### config.mk
export PLATFORM = sky130hd
export DESIGN_NAME = ctw_mode_wake
export DESIGN_NICKNAME = d
export VERILOG_FILES = /design/src/hdl/ctw_pkg.sv /design/src/hdl/ctw_mode_wake.sv
export SDC_FILE = /design/constraint.sdc
export NUM_CORES = 1
export LEC_CHECK = 0
export BUFFER_PORTS_ARGS = -buffer_cell sky130_fd_sc_hd__buf_2
export CELL_PAD_IN_SITES_DETAIL_PLACEMENT = 1
export CELL_PAD_IN_SITES_GLOBAL_PLACEMENT = 1
export CORE_UTILIZATION = 40
export CTS_CLUSTER_DIAMETER = 100
export DETAILED_ROUTE_END_ITERATION = 10
export GPL_TIMING_DRIVEN = 0
export PLACE_DENSITY = 0.8
export SKIP_LAST_GASP = 1
export SLEW_MARGIN = 20
export SYNTH_ARGS = -nofsm -noshare
export SYNTH_HDL_FRONTEND = slang
export SYNTH_SLANG_ARGS = --single-unit
### constraint.sdc
create_clock -name pclk -period 4.4 [get_ports pclk]
set_input_delay 0.22 -clock pclk [delete_from_list [all_inputs] [get_ports pclk]]
set_output_delay 0.22 -clock pclk [all_outputs]
set_load 0.01 [all_outputs]
### src/hdl/ctw_pkg.sv
package ctw_pkg;
	// ----------------------------------------------------------------
	// Register map (byte addresses)
	// ----------------------------------------------------------------
	localparam logic [7:0] CTW_ADDR_CTRL = 8'h00;
	localparam logic [7:0] CTW_ADDR_STATUS = 8'h04;
	localparam logic [7:0] CTW_ADDR_WAKE = 8'h08;
	localparam logic [7:0] CTW_ADDR_CFG = 8'h0C;
	// ----------------------------------------------------------------
	// Transceiver mode codes
	// ----------------------------------------------------------------
	localparam logic [1:0] CTW_MODE_OFF = 2'h0;
	localparam logic [1:0] CTW_MODE_WAKE = 2'h1;
	localparam logic [1:0] CTW_MODE_NORMAL = 2'h2;
	localparam logic [1:0] CTW_MODE_RXONLY = 2'h3;
	localparam logic [1:0] CTW_MODE_RESET = CTW_MODE_OFF;
	// ----------------------------------------------------------------
	// Chip operating modes
	// ----------------------------------------------------------------
	localparam logic [2:0] CTW_CHIP_NORMAL = 3'h0;
	localparam logic [2:0] CTW_CHIP_STOP = 3'h1;
	localparam logic [2:0] CTW_CHIP_SLEEP = 3'h2;
	localparam logic [2:0] CTW_CHIP_RESTART = 3'h3;
	localparam logic [2:0] CTW_CHIP_FAILSAFE = 3'h4;
	// ----------------------------------------------------------------
	// Field positions
	// ----------------------------------------------------------------
	localparam int CTW_ST_FAULT = 0;
	localparam int CTW_ST_UV = 1;
	localparam int CTW_ST_TXTO = 2;
	localparam int CTW_ST_ARMED = 3;
	localparam int CTW_ST_TERM = 4;
	localparam int CTW_ST_TXEN = 5;
	localparam int CTW_WK_BUS = 0;
	localparam int CTW_CFG_WDBUS = 0;
	// ----------------------------------------------------------------
	// Timing
	// ----------------------------------------------------------------
	localparam int CTW_CLK_MHZ = 25;
	localparam int CTW_WAKE_MIN_NS = 500;
	localparam int CTW_WAKE_MAX_NS = 1800;
	localparam int CTW_TXTO_US = 2700;
	localparam int CTW_BUSTO_US = 5000;
	localparam int CTW_SILENCE_US = 1000;
	localparam int CTW_ENABLE_US = 200;
	localparam int CTW_WAKE_MIN_CYC =
		(CTW_WAKE_MIN_NS * CTW_CLK_MHZ + 999) / 1000;
	localparam int CTW_WAKE_MAX_CYC = CTW_WAKE_MAX_NS * CTW_CLK_MHZ / 1000;
	localparam int CTW_TXTO_CYC = CTW_TXTO_US * CTW_CLK_MHZ;
	localparam int CTW_BUSTO_CYC = CTW_BUSTO_US * CTW_CLK_MHZ;
	localparam int CTW_SILENCE_CYC = CTW_SILENCE_US * CTW_CLK_MHZ;
	localparam int CTW_ENABLE_CYC = CTW_ENABLE_US * CTW_CLK_MHZ;
endpackage

### src/hdl/ctw_mode_wake.sv
`timescale 1ns/100ps
module ctw_mode_wake
	import ctw_pkg::*;
#(
	parameter int TXTO_CYC = CTW_TXTO_CYC,
	parameter int BUSTO_CYC = CTW_BUSTO_CYC,
	parameter int SILENCE_CYC = CTW_SILENCE_CYC,
	parameter int ENABLE_CYC = CTW_ENABLE_CYC
) (
	input wire logic pclk,
	input wire logic presetn,
	input wire logic psel,
	input wire logic penable,
	input wire logic pwrite,
	input wire logic [7:0] paddr,
	input wire logic [31:0] pwdata,
	output logic [31:0] prdata,
	output logic pready,
	output logic pslverr,
	input wire logic [2:0] chip_mode,
	input wire logic tx_data_in,
	input wire logic bus_rx,
	input wire logic supply_low,
	output logic rx_data_out,
	output logic bus_tx,
	output logic irq_out_low,
	output logic gnd_term_en,
	output logic watchdog_enable,
	output logic chip_to_restart,
	output logic chip_to_normal
);
	// ----------------------------------------------------------------
	// State
	// ----------------------------------------------------------------
	typedef struct packed {
		logic [1:0] mode;
		logic [2:0] chip_prev;
		logic armed;
		logic woken;
		logic wake_flag;
		logic wd_cfg;
		logic fault;
		logic uv_flag;
		logic tx_to;
		logic [1:0] wk_ph;
		logic [31:0] wk_cnt;
		logic [31:0] tx_cnt;
		logic [31:0] bus_cnt;
		logic [31:0] sil_cnt;
		logic [31:0] en_cnt;
		logic tx_gate;
		logic prev_tx;
		logic [31:0] prdata;
		logic pready;
		logic pslverr;
		logic rx_out;
		logic bus_tx;
		logic irq_n;
		logic term;
		logic wd_en;
		logic to_restart;
		logic to_normal;
	} ctw_state_t;

	ctw_state_t cur;
	ctw_state_t next_s;
	logic wake_hit;
	logic wr;
	logic rd;
	logic fault_set;

	// ----------------------------------------------------------------
	// Next-state logic
	// ----------------------------------------------------------------
	always_comb begin
		next_s = cur;
		wake_hit = 1'b0;
		fault_set = 1'b0;
		wr = psel && penable && pwrite && !cur.pready;
		rd = psel && penable && !pwrite && !cur.pready;
		next_s.pready = psel && penable && !cur.pready;
		next_s.pslverr = 1'b0;
		next_s.to_restart = 1'b0;
		next_s.to_normal = 1'b0;
		next_s.chip_prev = chip_mode;
		// Chip-level rearm and forced Wake Capable.
		if (chip_mode != cur.chip_prev &&
			(chip_mode == CTW_CHIP_STOP || chip_mode == CTW_CHIP_SLEEP ||
			chip_mode == CTW_CHIP_FAILSAFE)) begin
			next_s.armed = 1'b1;
			next_s.woken = 1'b0;
		end
		if (chip_mode == CTW_CHIP_FAILSAFE && cur.mode != CTW_MODE_WAKE) begin
			next_s.mode = CTW_MODE_WAKE;
			next_s.armed = 1'b1;
			next_s.woken = 1'b0;
		end
		// Wake pattern detector: dom, rec, dom with bounded phases.
		if (cur.mode == CTW_MODE_WAKE && cur.armed) begin
			next_s.wk_cnt = cur.wk_cnt + 32'h1;
			case (cur.wk_ph)
				2'h0: begin
					if (!bus_rx) begin
						next_s.wk_ph = 2'h1;
						next_s.wk_cnt = 32'h1;
					end
				end
				2'h1, 2'h3: begin
					if (bus_rx || cur.wk_cnt >= 32'(CTW_WAKE_MAX_CYC)) begin
						if (cur.wk_cnt >= 32'(CTW_WAKE_MIN_CYC) &&
							cur.wk_cnt < 32'(CTW_WAKE_MAX_CYC)) begin
							if (cur.wk_ph == 2'h3) begin
								wake_hit = 1'b1;
								next_s.wk_ph = 2'h0;
							end else begin
								next_s.wk_ph = 2'h2;
							end
						end else begin
							next_s.wk_ph = 2'h0;
						end
						next_s.wk_cnt = 32'h1;
					end
				end
				default: begin
					if (!bus_rx || cur.wk_cnt >= 32'(CTW_WAKE_MAX_CYC)) begin
						if (!bus_rx && cur.wk_cnt > 32'(CTW_WAKE_MIN_CYC) &&
							cur.wk_cnt < 32'(CTW_WAKE_MAX_CYC)) begin
							next_s.wk_ph = 2'h3;
						end else begin
							next_s.wk_ph = 2'h0;
						end
						next_s.wk_cnt = 32'h1;
					end
				end
			endcase
		end else begin
			next_s.wk_ph = 2'h0;
			next_s.wk_cnt = 32'h0;
		end
		if (wake_hit) begin
			next_s.armed = 1'b0;
			next_s.woken = 1'b1;
			next_s.wake_flag = 1'b1;
			case (chip_mode)
				CTW_CHIP_STOP: begin
					if (cur.wd_cfg) begin
						next_s.wd_en = 1'b1;
					end
				end
				CTW_CHIP_SLEEP: begin
					next_s.to_restart = 1'b1;
					next_s.to_normal = 1'b1;
				end
				CTW_CHIP_RESTART, CTW_CHIP_FAILSAFE: begin
					next_s.to_restart = 1'b1;
				end
				default: begin
				end
			endcase
			if (chip_mode == CTW_CHIP_STOP || chip_mode == CTW_CHIP_NORMAL) begin
				next_s.irq_n = 1'b0;
			end
		end
		// Transmit dominant time-out.
		if (cur.mode == CTW_MODE_NORMAL && !tx_data_in) begin
			if (cur.tx_cnt < 32'(TXTO_CYC)) begin
				next_s.tx_cnt = cur.tx_cnt + 32'h1;
			end else begin
				next_s.tx_to = 1'b1;
				fault_set = 1'b1;
			end
		end else begin
			next_s.tx_cnt = 32'h0;
			next_s.tx_to = 1'b0;
		end
		// Bus dominant clamping, filter longer than transmit time-out.
		if (cur.mode[1] && !bus_rx) begin
			if (cur.bus_cnt < 32'(BUSTO_CYC)) begin
				next_s.bus_cnt = cur.bus_cnt + 32'h1;
			end else begin
				fault_set = 1'b1;
			end
		end else begin
			next_s.bus_cnt = 32'h0;
		end
		next_s.fault = cur.fault | fault_set;
		// Undervoltage only watched with the upper mode bit set.
		if (cur.mode[1] && supply_low) begin
			next_s.uv_flag = 1'b1;
		end
		// Ground termination after bus silence.
		if (cur.mode == CTW_MODE_WAKE && !cur.woken && bus_rx) begin
			if (cur.sil_cnt < 32'(SILENCE_CYC)) begin
				next_s.sil_cnt = cur.sil_cnt + 32'h1;
			end
		end else if (cur.mode != CTW_MODE_WAKE || cur.woken) begin
			next_s.sil_cnt = 32'h0;
		end else begin
			next_s.sil_cnt = cur.sil_cnt;
		end
		next_s.term = cur.mode == CTW_MODE_WAKE && !cur.woken &&
			cur.sil_cnt >= 32'(SILENCE_CYC);
		// Enabling time and dominant-edge gating.
		next_s.prev_tx = tx_data_in;
		if (cur.mode != CTW_MODE_NORMAL) begin
			next_s.en_cnt = 32'h0;
			next_s.tx_gate = 1'b0;
		end else if (cur.en_cnt < 32'(ENABLE_CYC)) begin
			next_s.en_cnt = cur.en_cnt + 32'h1;
		end else if (cur.prev_tx && !tx_data_in) begin
			next_s.tx_gate = 1'b1;
		end
		// The gate's next value lets the first accepted bit out in full.
		next_s.bus_tx = !(cur.mode == CTW_MODE_NORMAL && next_s.tx_gate &&
			!tx_data_in && !cur.tx_to && !supply_low);
		next_s.rx_out = cur.woken ? 1'b0 :
			(cur.mode[1] ? bus_rx : 1'b1);
		// APB register access; hardware sets win over clears.
		if (wr) begin
			if (paddr == CTW_ADDR_CTRL) begin
				if (pwdata[1:0] == CTW_MODE_RXONLY) begin
					if (chip_mode == CTW_CHIP_NORMAL ||
						chip_mode == CTW_CHIP_STOP) begin
						next_s.mode = CTW_MODE_RXONLY;
						next_s.woken = 1'b0;
						next_s.armed = 1'b0;
					end
				end else if (pwdata[1:0] == CTW_MODE_WAKE) begin
					if (chip_mode != CTW_CHIP_FAILSAFE &&
						cur.mode != CTW_MODE_WAKE) begin
						next_s.mode = CTW_MODE_WAKE;
						next_s.armed = 1'b1;
						next_s.woken = 1'b0;
					end
				end else if (chip_mode != CTW_CHIP_FAILSAFE) begin
					next_s.mode = pwdata[1:0];
					next_s.woken = 1'b0;
					next_s.armed = 1'b0;
				end
			end else if (paddr == CTW_ADDR_STATUS) begin
				// A fault raised in this cycle survives the clear.
				next_s.fault = (cur.fault & !pwdata[CTW_ST_FAULT]) |
					fault_set;
				next_s.uv_flag = next_s.uv_flag & !pwdata[CTW_ST_UV] |
					(cur.mode[1] & supply_low);
			end else if (paddr == CTW_ADDR_WAKE) begin
				if (pwdata[CTW_WK_BUS] && !wake_hit) begin
					next_s.wake_flag = 1'b0;
					next_s.irq_n = 1'b1;
				end
			end else if (paddr == CTW_ADDR_CFG) begin
				next_s.wd_cfg = pwdata[CTW_CFG_WDBUS];
				// A watchdog enable from a wake in this cycle wins.
				next_s.wd_en = pwdata[1] | (cur.wd_en & !pwdata[2]) |
					(wake_hit && chip_mode == CTW_CHIP_STOP && cur.wd_cfg);
			end else begin
				next_s.pslverr = 1'b1;
			end
		end
		next_s.prdata = 32'h0;
		if (rd) begin
			if (paddr == CTW_ADDR_CTRL) begin
				next_s.prdata[1:0] = cur.mode;
			end else if (paddr == CTW_ADDR_STATUS) begin
				next_s.prdata[CTW_ST_FAULT] = cur.fault;
				next_s.prdata[CTW_ST_UV] = cur.uv_flag;
				next_s.prdata[CTW_ST_TXTO] = cur.tx_to;
				next_s.prdata[CTW_ST_ARMED] = cur.armed;
				next_s.prdata[CTW_ST_TERM] = cur.term;
				next_s.prdata[CTW_ST_TXEN] = cur.tx_gate;
			end else if (paddr == CTW_ADDR_WAKE) begin
				next_s.prdata[CTW_WK_BUS] = cur.wake_flag;
			end else if (paddr == CTW_ADDR_CFG) begin
				next_s.prdata[0] = cur.wd_cfg;
				next_s.prdata[1] = cur.wd_en;
			end else begin
				next_s.pslverr = 1'b1;
			end
		end
	end

	// ----------------------------------------------------------------
	// Registers
	// ----------------------------------------------------------------
	always_ff @(posedge pclk or negedge presetn) begin
		if (!presetn) begin
			cur <= '0;
			cur.mode <= CTW_MODE_RESET;
			cur.rx_out <= 1'b1;
			cur.bus_tx <= 1'b1;
			cur.irq_n <= 1'b1;
			cur.prev_tx <= 1'b1;
		end else begin
			cur <= next_s;
		end
	end

	assign prdata = cur.prdata;
	assign pready = cur.pready;
	assign pslverr = cur.pslverr;
	assign rx_data_out = cur.rx_out;
	assign bus_tx = cur.bus_tx;
	assign irq_out_low = cur.irq_n;
	assign gnd_term_en = cur.term;
	assign watchdog_enable = cur.wd_en;
	assign chip_to_restart = cur.to_restart;
	assign chip_to_normal = cur.to_normal;
endmodule

==> results.json <==
{
  "p_per_area_nw_per_um2": 362,
  "ys.flop_type": "dfrtp_1",
  "setup_viol": 0,
  "status": "complete, but fails checks",
  "nets": 1054,
  "met3_usage_pct": 3.53,
  "synthTopCellsByArea": "dfrtp_1, and2_1, xnor2_1, a21oi_1, nor3_1",
  "layout_commonest_cell": "dfrtp_1",
  "antenna_found_initial": 0,
  "path_cells": "and4_1 > nand2_1 > o2111ai_1 > clkbuf_1 > clkbuf_1 > mux2i_1 > nor2_1",
  "avgViaCountPerCell": 5.48,
  "dieArea_um2": 23200,
  "initial_core_util_pct": 41.2,
  "final_cell_mix": "dfrtp_1, and2_1, a21oi_1, nor3_1, nor2_1",
  "ir_drop_v": 0.000228,
  "cts_made_buffers": 17,
  "hold_class": "input pin to flop",
  "die_w_um": 152,
  "internal-power_mw": 2.75,
  "multi_input_area_um2": 3860,
  "grt_first_pass_wirelength_mm": 38.1,
  "leakage_nw": 4.66,
  "cts_tree": "built",
  "cts.sinks": 191,
  "drc_errors": 4,
  "p_switching_mw": 1.00,
  "rsz0062_at_grt": "no",
  "num-fill-cells": 2463,
  "worst_setup_path_start_kind": "flop",
  "tightest_slew_ns": 0.956,
  "cpMaxStageDelayCell": "clkbuf_1",
  "synth_area_um2": 9040,
  "violations": "DRC",
  "cts_setup_buffers": 0,
  "ys_types": 57,
  "endpoint": "cur[140]",
  "drive_gt1_share_pct": 11.3,
  "p_sw_share_pct": 26.7,
  "syn_inst": 910,
  "r2r_end": "cur[140]",
  "gp_congestion": 0.776,
  "period_share_pct": 60.4,
  "wirelength_mm": 21.8,
  "antenna_left": 0,
  "ys_seq_elements": 191,
  "clk_latency_ns": 0.44,
  "combPwrFrac_pct": 8.7,
  "r2r_slack_ns": 1.74,
  "min_period_ns": 2.66,
  "power_frac_seq_pct": 49.5,
  "grt_most_used_layer": "met2",
  "grt.total_usage_pct": 20.1,
  "dp.cells": 1251,
  "synth-edff-count": 0,
  "syn-mean-instance-area_um2": 9.93,
  "drt_first_pass_iters": 7,
  "end_kind": "flop",
  "yosysWarningCount": 0,
  "synth_top_area_share_pct": 51.8,
  "whs_path_depth": 2,
  "dp_hpwl_mm": 14.8,
  "path_max_fanout": 10,
  "dpl_cell_area_um2": 9720,
  "num_vias": 7052,
  "drv_slew": 0,
  "cpMostUsedCell": "clkbuf_1",
  "critical_path.startpoint": "cur[146]",
  "drtIter0Drc": 311,
  "post_cts_resized": 0,
  "htree_levels": 4,
  "grt_pass1_vias": 7575,
  "postSynth.asyncResetShare_pct": 100,
  "cts_root_buf": "clkbuf_16",
  "cp.arrival_ns": 2.95,
  "max_freq_ghz": 0.376,
  "design_area_um2": 10400,
  "regArea_um2": 4780,
  "post-route-util_pct": 47.2,
  "io_buffers": 34,
  "num_rows": 54,
  "insertedDiodeCount": 0,
  "relSlewSlack_pct": 35.8,
  "crit_type": "flop to flop",
  "max_stage_delay_ns": 0.52,
  "fin_skew_ns": 0.0117,
  "reg2regPathDepth": 7,
  "r2r-start": "cur[146]",
  "use_met1_pct": 26.1,
  "pin_count": 92,
  "hold_viol_final": 0,
  "synth_seq_area_share_pct": 52.9,
  "use_met2_pct": 34.4,
  "synthToLayoutAreaGrowth_pct": 14.8,
  "core_area_um2": 22000,
  "pwr-share-clk_pct": 41.9,
  "gr-total-overflow": 0,
  "fin_cells": 1288,
  "synth_largest_area_cell": "dfrtp_1",
  "clockBufferDepth": 2,
  "clk_pin_slew_ns": 0.07,
  "drv_cap": 0,
  "required_ns": 4.70,
  "routedWlPerCell_um": 16.9,
  "grt_start_max_net_pins": 89,
  "die_y_um": 152,
  "cts_hold_buf": 5
}
-- layer usage --
metal	vias to the layer above	share of wire, %
met5	-	0
met4	0	1.3
met3	20	2.8
met2	83	50
met1	3582	46
li1	3367	-
-- state kept, by name, indices dropped and copies added, names as in the netlist --
signal	count
pready	1
bus_tx	1
irq_out_low	1
watchdog_enable	1
pslverr	1
rx_data_out	1
chip_to_restart	1
gnd_term_en	1
chip_to_normal	1
prdata	6
cur	176
-- critical path: cells and delay by family, from the launching register on --
kind | cells | cell delay, ns
AOI/OAI and AO/OA | 1 | 0.45
and+or+nand+nor | 3 | 0.47
muxes | 1 | 0.27
DFF | 1 | 0.43
buffers and inverters | 2 | 0.91
-- final cells by class --
cell class              instances  area share [%]
multi-input cells             646            37.2
flip-flops and latches        191            46.1
plain buffers                  76            3.98
clock buffers                  19            4.37
inverters                      22           0.796
well taps                     280            3.38
repair buffers                 41            2.75
clock inverters                13            1.40
-- stage by stage --
step	hold WS (ns)	worst slack [ns]	power, mW	TNS (ns)
CTS	0.0223	1.73	3.79	0
floorplan	-0.0756	2.09	2.08	0
detailed placement	0.127	1.58	2.21	0
global placement	0.342	-0.121	2.18	-18.62
finish	0.0414	1.74	3.75	0
global route	0.0433	1.53	3.91	0
-- cells in the mapped netlist (all sizes together), types with 11 or more instances --
cell type / instances
a21oi: 50
and2: 55
and3: 34
and4: 11
buf: 35
clkbuf: 41
dfrtp: 187
inv: 22
nand2: 48
nand3: 47
nand4: 21
nor2: 49
nor3: 49
nor4: 27
o21ai: 46
or3: 34
or4: 15
xnor2: 32
-- worst min-delay path by stage --
stage	slack (ns)	endpoint	startpoint
finish	0.04	bus_tx	supply_low
global route	0.04	bus_tx	supply_low
CTS	0.02	bus_tx	supply_low
detailed placement	0.13	cur[54]	presetn
global placement	0.34	cur[212]	chip_mode[0]
floorplan	-0.08	chip_to_normal	presetn
-- cells by family (layout without fill, tap and decap cells) --
logic type               Yosys count  in the layout  synth area share (%)
AO/OA/AOI/OAI                    146            146                  9.73
XOR/XNOR                          40             40                  3.88
adder cells (fa/ha/maj)            8              8                  1.11
buffers and inverters             98            171                  5.48
flip-flops                       191            191                  52.9
multiplexers                       9              9                  1.16
other                              1             26                0.0415
AND/OR/NAND/NOR                  417            417                  25.7
-- power groups by stage --
stage                     Sequential [mW]  Combinational (mW)  Clock (mW)
after floorplan                      1.88               0.208           0
after global placement               1.89               0.296           0
after detailed placement             1.89               0.318           0
after CTS                            1.86               0.328        1.61
after global routing                 1.86               0.366        1.68
final                                1.86               0.325        1.57
No activity file was read; power rests on OpenSTA's default activity.
